## src/adcu_defs.svh

```systemverilog
// Offsets, field positions, masks, reset values and timing counts of the upper config bank
`ifndef ADCU_DEFS_SVH
`define ADCU_DEFS_SVH

// Register indices; byte address on the bus is four times the index
`define ADCU_IDX_OFFS_COMP   8'hcf
`define ADCU_IDX_TUNE_A      8'hd4
`define ADCU_IDX_TUNE_B      8'hd5
`define ADCU_IDX_TUNE_C      8'hd6
`define ADCU_IDX_TUNE_D      8'hd7
`define ADCU_IDX_TUNE_E      8'hdb
`define ADCU_IDX_BOOST_SRC   8'hea
`define ADCU_IDX_TUNE_UNADDR 8'hf0
`define ADCU_IDX_SWING       8'hf1
`define ADCU_IDX_TUNE_F      8'hf5
`define ADCU_IDX_CHAN_PDN    8'hfe
`define ADCU_IDX_BOOST_DIS   8'h44

// Writable bits; every other bit is a fixed zero
`define ADCU_MASK_OFFS_COMP   8'h08
`define ADCU_MASK_TUNE_A      8'h80
`define ADCU_MASK_TUNE_B      8'h80
`define ADCU_MASK_TUNE_C      8'h80
`define ADCU_MASK_TUNE_D      8'h0c
`define ADCU_MASK_TUNE_E      8'h30
`define ADCU_MASK_BOOST_SRC   8'h80
`define ADCU_MASK_TUNE_UNADDR 8'h38
`define ADCU_MASK_SWING       8'h23
`define ADCU_MASK_TUNE_F      8'h42
`define ADCU_MASK_CHAN_PDN    8'h0f
`define ADCU_MASK_BOOST_DIS   8'h01

`define ADCU_REG_RESET 8'h00

// Field positions
`define ADCU_BIT_BOOST_SRC  7
`define ADCU_BIT_BOOST_DIS  0
`define ADCU_SWING_HI       1
`define ADCU_SWING_LO       0
`define ADCU_SWING_ON       2'b11
`define ADCU_BIT_PDN_D      3
`define ADCU_BIT_PDN_C      2
`define ADCU_BIT_PDN_A      1
`define ADCU_BIT_PDN_B      0

// Converter timing
`define ADCU_LATENCY_SAMPLES 10

`endif

```

## src/adcu_pkg.sv

```systemverilog
// Types shared by the upper config bank and converter timing model
package adcu_pkg;
	typedef struct packed {
		logic        read;
		logic        write;
		logic [9:0]  address;
		logic [3:0]  byteenable;
		logic [31:0] writedata;
	} adcu_avs_req_s;

	typedef logic [10:0] adcu_sample_t;
	typedef logic [5:0]  adcu_lane_t;
endpackage : adcu_pkg

```

## src/adcu_top.sv

```systemverilog
// Upper configuration register bank and converter output timing of a quad ADC
// Function
// - Tuning bits held at listed positions: one each in D4,D5,D6, two each in D7,DB,F5.
// - Unaddressed register holds three tuning bits at D5, D4 and D3.
// - Boost_source_select_reg D7 zero follows the control pin; one follows register disable.
// - Register disable acts only under override; one turns enhancement off everywhere.
// - Swing field 00 disables, 11 enables swing control; 01 and 10 unused.
// - F1h holds one tuning bit, taken here at position D5.
// - Channel_powerdown D3 powers down channel D, D2 channel C; clear restores.
// - Channel_powerdown D1 powers down channel A, D0 channel B.
// - Every register of the bank resets to all zeros.
// - All four channels are sampled together on each sampling clock fall.
// - Each result appears ten sampling cycles after its sample.
// - Outputs are 11-bit twos complement per channel over DDR lanes.
`timescale 1ns/10ps
`default_nettype none
`include "adcu_defs.svh"

module adcu_top #(
	parameter int NUM_CHAN = 4,
	parameter int LATENCY  = `ADCU_LATENCY_SAMPLES
) (
	// Clock and reset
	input  wire logic                    mclk,
	input  wire logic                    reset_n,
	// Avalon-MM slave
	input  wire adcu_pkg::adcu_avs_req_s avs_req,
	output logic                         avs_waitrequest,
	output logic [31:0]                  avs_readdata,
	// Noise-shaping control
	input  wire logic                    boost_control_pin,
	output logic [NUM_CHAN-1:0]          boost_en,
	// Configuration outputs
	output logic                         output_swing_ctrl_enable,
	output logic [NUM_CHAN-1:0]          chan_powerdown,
	// Sampling: one-cycle enable per falling edge of the sampling clock
	input  wire logic                    sample_fall_en,
	input  wire adcu_pkg::adcu_sample_t  sample_in [NUM_CHAN],
	// Converted output
	output adcu_pkg::adcu_sample_t       data_out [NUM_CHAN],
	output logic                         data_valid,
	output adcu_pkg::adcu_lane_t         ddr_lane [NUM_CHAN],
	output logic                         ddr_phase
);
	import adcu_pkg::*;

	localparam int NUM_REGS = 12;
	localparam logic [7:0] REG_IDX [NUM_REGS] = '{
		`ADCU_IDX_OFFS_COMP, `ADCU_IDX_TUNE_A, `ADCU_IDX_TUNE_B, `ADCU_IDX_TUNE_C,
		`ADCU_IDX_TUNE_D, `ADCU_IDX_TUNE_E, `ADCU_IDX_BOOST_SRC, `ADCU_IDX_TUNE_UNADDR,
		`ADCU_IDX_SWING, `ADCU_IDX_TUNE_F, `ADCU_IDX_CHAN_PDN, `ADCU_IDX_BOOST_DIS
	};
	localparam logic [7:0] REG_MASK [NUM_REGS] = '{
		`ADCU_MASK_OFFS_COMP, `ADCU_MASK_TUNE_A, `ADCU_MASK_TUNE_B, `ADCU_MASK_TUNE_C,
		`ADCU_MASK_TUNE_D, `ADCU_MASK_TUNE_E, `ADCU_MASK_BOOST_SRC, `ADCU_MASK_TUNE_UNADDR,
		`ADCU_MASK_SWING, `ADCU_MASK_TUNE_F, `ADCU_MASK_CHAN_PDN, `ADCU_MASK_BOOST_DIS
	};
	localparam int SLOT_BOOST_SRC = 6;
	localparam int SLOT_SWING     = 8;
	localparam int SLOT_CHAN_PDN  = 10;
	localparam int SLOT_BOOST_DIS = 11;

	// Bus handshake: every access waits exactly one cycle
	logic             ack_reg;
	logic             req_any;
	logic [7:0]       acc_idx;
	logic [7:0]       regs_reg [NUM_REGS];
	logic [NUM_REGS-1:0] hit;
	logic [7:0]       rd_mux;

	assign req_any         = avs_req.read | avs_req.write;
	assign acc_idx         = avs_req.address[9:2];
	assign avs_waitrequest = req_any & ~ack_reg;

	always_ff @(posedge mclk) begin
		if (!reset_n) begin
			ack_reg <= 1'b0;
		end else begin
			ack_reg <= req_any & ~ack_reg;
		end
	end

	// Register slots: one writable byte each, fixed-zero bits masked off
	genvar gi;
	generate
		for (gi = 0; gi < NUM_REGS; gi++) begin : g_reg
			assign hit[gi] = (acc_idx == REG_IDX[gi]);
			always_ff @(posedge mclk) begin
				if (!reset_n) begin
					regs_reg[gi] <= `ADCU_REG_RESET;
				end else if (avs_req.write && ack_reg && hit[gi] && avs_req.byteenable[0]) begin
					// Masking keeps readback predictable even if the host sets a fixed zero
					regs_reg[gi] <= avs_req.writedata[7:0] & REG_MASK[gi];
				end
			end
		end
	endgenerate

	// Unmapped indices read as zero and ignore writes
	always_comb begin
		rd_mux = 8'h00;
		for (int i = 0; i < NUM_REGS; i++) begin
			if (hit[i]) begin
				rd_mux = regs_reg[i];
			end
		end
	end

	always_ff @(posedge mclk) begin
		if (!reset_n) begin
			avs_readdata <= 32'h0000_0000;
		end else if (avs_req.read && !ack_reg) begin
			avs_readdata <= {24'h00_0000, rd_mux};
		end
	end

	// Noise-shaping source select
	logic boost_on;
	always_comb begin
		if (regs_reg[SLOT_BOOST_SRC][`ADCU_BIT_BOOST_SRC]) begin
			boost_on = ~regs_reg[SLOT_BOOST_DIS][`ADCU_BIT_BOOST_DIS];
		end else begin
			boost_on = boost_control_pin;
		end
	end

	always_ff @(posedge mclk) begin
		if (!reset_n) begin
			boost_en <= '0;
		end else begin
			boost_en <= {NUM_CHAN{boost_on}};
		end
	end

	// Swing control only for the 11 code; the unused codes leave it off
	always_ff @(posedge mclk) begin
		if (!reset_n) begin
			output_swing_ctrl_enable <= 1'b0;
		end else begin
			output_swing_ctrl_enable <=
				(regs_reg[SLOT_SWING][`ADCU_SWING_HI:`ADCU_SWING_LO] == `ADCU_SWING_ON);
		end
	end

	// Channel order A,B,C,D on bits 0..3 of chan_powerdown
	always_ff @(posedge mclk) begin
		if (!reset_n) begin
			chan_powerdown <= '0;
		end else begin
			chan_powerdown[0] <= regs_reg[SLOT_CHAN_PDN][`ADCU_BIT_PDN_A];
			chan_powerdown[1] <= regs_reg[SLOT_CHAN_PDN][`ADCU_BIT_PDN_B];
			chan_powerdown[2] <= regs_reg[SLOT_CHAN_PDN][`ADCU_BIT_PDN_C];
			chan_powerdown[3] <= regs_reg[SLOT_CHAN_PDN][`ADCU_BIT_PDN_D];
		end
	end

	// Conversion pipeline, advanced once per sampling-clock fall
	adcu_sample_t pipe_reg [LATENCY][NUM_CHAN];
	logic [$clog2(LATENCY+1)-1:0] fill_reg;

	always_ff @(posedge mclk) begin
		if (!reset_n) begin
			fill_reg <= '0;
		end else if (sample_fall_en && fill_reg != LATENCY[$clog2(LATENCY+1)-1:0]) begin
			fill_reg <= fill_reg + 1'b1;
		end
	end

	always_ff @(posedge mclk) begin
		if (!reset_n) begin
			data_valid <= 1'b0;
		end else begin
			data_valid <= (fill_reg == LATENCY[$clog2(LATENCY+1)-1:0]);
		end
	end

	always_ff @(posedge mclk) begin
		if (!reset_n) begin
			ddr_phase <= 1'b0;
		end else begin
			ddr_phase <= ~ddr_phase;
		end
	end

	genvar gc;
	generate
		for (gc = 0; gc < NUM_CHAN; gc++) begin : g_chan
			always_ff @(posedge mclk) begin
				if (!reset_n) begin
					for (int s = 0; s < LATENCY; s++) begin
						pipe_reg[s][gc] <= '0;
					end
				end else if (sample_fall_en) begin
					// All channels captured on the same enable
					pipe_reg[0][gc] <= chan_powerdown[gc] ? '0 : sample_in[gc];
					for (int s = 1; s < LATENCY; s++) begin
						pipe_reg[s][gc] <= pipe_reg[s-1][gc];
					end
				end
			end

			always_ff @(posedge mclk) begin
				if (!reset_n) begin
					data_out[gc] <= '0;
				end else begin
					data_out[gc] <= pipe_reg[LATENCY-1][gc];
				end
			end

			// Even bits on phase 0, odd bits on phase 1
			always_ff @(posedge mclk) begin
				if (!reset_n) begin
					ddr_lane[gc] <= '0;
				end else if (ddr_phase) begin
					// Loaded one cycle ahead so the word stands while ddr_phase shows its phase
					ddr_lane[gc] <= {data_out[gc][10], data_out[gc][8], data_out[gc][6],
						data_out[gc][4], data_out[gc][2], data_out[gc][0]};
				end else begin
					ddr_lane[gc] <= {1'b0, data_out[gc][9], data_out[gc][7], data_out[gc][5],
						data_out[gc][3], data_out[gc][1]};
				end
			end
		end
	endgenerate

endmodule : adcu_top
`default_nettype wire

```

## config.mk

```make
export PLATFORM = sky130hd
export DESIGN_NAME = adcu_top
export DESIGN_NICKNAME = d
export VERILOG_FILES = /design/src/adcu_pkg.sv /design/src/adcu_top.sv
export VERILOG_INCLUDE_DIRS = /design/src
export SDC_FILE = /design/constraint.sdc
export NUM_CORES = 1
export LEC_CHECK = 0
export ABC_AREA = 1
export BUFFER_PORTS_ARGS = -buffer_cell sky130_fd_sc_hd__buf_2
export CORE_UTILIZATION = 37
export CTS_BUF_LIST = sky130_fd_sc_hd__clkbuf_4 sky130_fd_sc_hd__clkbuf_8
export CTS_CLUSTER_SIZE = 28
export DETAILED_ROUTE_END_ITERATION = 10
export PLACE_DENSITY_LB_ADDON = 0.12
export SLEW_MARGIN = 20
export SYNTH_ARGS = -nofsm -noshare
export SYNTH_HDL_FRONTEND = slang
export SYNTH_SLANG_ARGS = --single-unit
```

## constraint.sdc

```tcl
create_clock -name mclk -period 7.24 [get_ports mclk]
set_input_delay 1.448 -clock mclk [delete_from_list [all_inputs] [get_ports mclk]]
set_output_delay 1.448 -clock mclk [all_outputs]
set_load 0.05 [all_outputs]
```

-- After elaboration in Yosys (flattened, before gate mapping)
Memory sizes are Yosys's and may differ from the RTL's. A register that Yosys moved wholly into a read port is not among the register bits.
Index checks and enable logic that the tools add are counted.
- bitwise logic cells: 57
- add/subtract/negate cells: 1
- multiplexer cells: 113
- eq/ne operators: 15
- reduce and logical (&&, ||, !) cells: 30
- operator list (operator ; number):
    $mux W11 ; 44
    $mux W8 ; 24
    $eq A8 B8 Y1 const B ; 11
    $or A1 B1 Y1 ; 53
    $mux W1 ; 41
    $logic_and A1 B1 Y1 ; 27
    $mux W5 ; 4
    $eq A8 B7 Y1 const B ; 1
    $add A4 B1 Y4 const B ; 1
    $eq A4 B4 Y1 const B ; 1
    $ne A4 B4 Y1 const B ; 1
    $not A1 Y1 ; 3
    $eq A2 B2 Y1 const B ; 1
    $logic_not A1 Y1 ; 2
    $reduce_and A2 Y1 ; 1
    $and A1 B1 Y1 ; 1
- memories: 2
- word-level logic and storage cells: 234
- flip-flop bits (word level): 45
- input bits: 96
- bits in writable memories: 536
- memory list (name ; depth ; width ; read ports ; clocked after memory_dff ; write ports ; RTL line ; RTL):
    pipe_reg ; 10 ; 44 ; 10 ; 1 ; 10 ; adcu_top.sv:158 ; adcu_sample_t pipe_reg [LATENCY][NUM_CHAN];
    regs_reg ; 12 ; 8 ; 12 ; 0 ; 12 ; adcu_top.sv:67 ; logic [7:0] regs_reg [NUM_REGS];

-- Longest topological paths before layout
- depth in word-level cells: 13
- depth in mapped cells: 9
- depth with buffers taken out: 9

-- Worst setup path before layout
Ideal clock, no wire load.
- kind: input -> register
- start point: input reset_n
- end point: memory pipe_reg[0][0] (netlist name), enable pin
- stages: 3
- data required time: 6.617 ns
- library setup time: 0.623 ns
- arrival time: 6.915 ns
- slack: -0.299 ns
- cell sequence: inv_1 -> buf_4 -> or2_2
- RTL lines (element ; RTL line ; RTL):
    start, declared ; adcu_top.sv:25 ; input wire logic reset_n,
    end, declared ; adcu_top.sv:158 ;

==> results.tsv <==
metric	value	unit
vdd_drop_max	0.106	mV
gr-usage-met1	0.146	
r2r-start	ack_reg	
r2r-end	regs_reg[4][2]	
grt.total_usage	0.111	
first_iter_violations	522	
io_pins	208	
slowest_stage	nand2_4	
dpl_worst_slack	2940	ps
synth_edf_count	462	
hold_violations	0	
clock.fmax	281	MHz
path_cells	buf_2 -> buf_4 -> nand2_4 -> buf_12 -> or2_2 -> nor2_1	
fin_cells	2904	
max-slew-margin-rel	0.359	
cp.required	7740	ps
htree_num_levels	3	
dieArea	0.0579	mm2
rsz0062_at_grt	no	
die_w	241	um
grt_pass1_vias	11000	
max_stage_delay	690	ps
cts_made_buffers	92	
viasPerCell	3.91	
min_path_type	reg2reg	
fin_area	0.0243	mm2
worst_slack	3680	ps
path_class	in2reg	
gr-usage-met2	0.169	
p_per_area	275	mW/mm2
slew_viol_final	0	
ys_ff_latch	551	
totalWireLength	31200	um
utilization	0.431	
core-area	0.0563	mm2
rows	87	
power	6.68	mW
ys_top_cells_by_area	edfxtp_1, inv_1, nor2_1	
whs_endpoint	ddr_lane[17]	
outcome	completed	
cp.arrival	4060	ps
avgSynthCellArea	11.2	um2
yosysTopAreaCell	edfxtp_1	
clock_sinks	551	
drc	0	
cts_tree	built	
grt_first_pass_wirelength	52300	um
wl_per_cell	10.8	um
worst_r2r_path_depth	4	
placed_cells	2733	
ant_nets	0	
antenna_found_initial	1	
crit_fanout	92	
grt_overflow	0	
cts-root-buf	clkbuf_8	
gp_congestion	0.783	
synthCells	1882	
async_reset_ff_frac	0	
fin_skew	23.8	ps
reg2reg_slack	5620	ps
ys_seq_area_frac	0.743	
ys_types	24	
finalNetCount	2169	
endpoint_kind	flop	
setup_violations	0	
chipHeight	241	um
ys_dominant_reg_cell	edfxtp_1	
vias	11400	
crit_buf_inv	3	
p_leak	10.7	nW
grt-busiest-layer	met2	
drtPass1Iterations	4	
period_needed	3560	ps
placed_area	0.0224	mm2
crit_family	simple AND/OR/NAND/NOR gates	
clk_latency	650	ps
clock_path_buffers	3	
holdWs	416	ps
synth_top_area_share	0.659	
setup_tns	0	ps
hp-start	data_out[32]	
clk_pin_slew	60	ps
finalCritPeriodShare	0.491	
cap_violations	0	
area_growth	15.2	%
grt_start_max_net_pins	143	
netlist_area	0.0211	mm2
layout-drive-gt1-share	0.156	
post_cts_buffers	0	
grtUsageMet3	0.0316	
largest_reg_flops	440	
ctsResizeCount	0	
tightest_slew	961	ps
hold_depth	2	
portBuffers	154	
start_kind	input pin	
hpwl	17300	um
yosysWarnings	0	
postCtsHoldBufs	0	
start_util	0.374	
## Yosys cell counts (5+ instances only)
library cell  number
nand3_1           49
nor2_4             5
buf_4             28
nor3_1             9
nor2_1           477
edfxtp_1         462
buf_2             45
dfxtp_1           89
inv_1            514
nand2_1          139
nand4_1            8
a21oi_1           12
clkbuf_1          15
## power breakdown
| group | internal, mW | switching (mW) | total, mW |
|---|---|---|---|
| combinational | 0.0798 | 0.277 | 0.357 |
| clock | 1.47 | 1.18 | 2.65 |
| sequential | 3.62 | 0.0509 | 3.67 |
| total | 5.17 | 1.51 | 6.68 |
## cell families after synthesis
family | count (synthesis) | share of synthesized area
AND/OR/NAND/NOR | 701 | 0.133
buffers and inverters | 611 | 0.118
flip-flops | 551 | 0.743
AO/OA/AOI/OAI | 16 | 0.00380
adder cells (fa/ha/maj) | 2 | 0.00119
other | 1 | 0.000178
## layout make-up
type / count / area (um2)
fillers: 5436 / 32000
inverters: 517 / 1940
multi-input cells: 743 / 3010
diodes: 1 / 2.50
clock buffers: 136 / 1670
flip-flops and latches: 551 / 15700
repair buffers: 166 / 886
well taps: 756 / 946
clock inverters: 34 / 154
## worst max-delay path by stage
stage | startpoint | end | slack [ps] | cells after the start
floorplan | reset_n | pipe_reg[0][0] | 1920 | 3
global placement | reset_n | pipe_reg[0][34] | 2980 | 6
detailed placement | reset_n | pipe_reg[0][32] | 2940 | 6
CTS | reset_n | pipe_reg[0][32] | 3670 | 6
global route | reset_n | pipe_reg[0][41] | 3470 | 6
finish | reset_n | pipe_reg[0][32] | 3680 | 6
## layer usage
layer	share of wire	vias to the layer above	routed length, um
met1	0.48	5005	15000
met2	0.43	243	13500
met4	0.028	0	864
met5	0	-	0
li1	-	6040	-
met3	0.059	72	1850
## cell usage in the layout, fill, tap and decap left out, drive strengths merged
cell type / n
inv: 518
nor2: 486
edfxtp: 462
buf: 166
nand2: 141
clkbuf: 136
dfxtp: 89
nand3: 52
clkinv: 29
conb: 24
a21oi: 12
nor3: 9
nand4: 8
or2: 5
o21ai: 4
clkinvlp: 4
ha: 2
diode: 1
## worst reg2reg max path, stage by stage, from the launching register on
cell     delay [ps]
dfxtp_1         380
nand3_1         130
inv_1           360
nand4_1         290
nand2_1         180
Power figures use the tool's default switching activity.
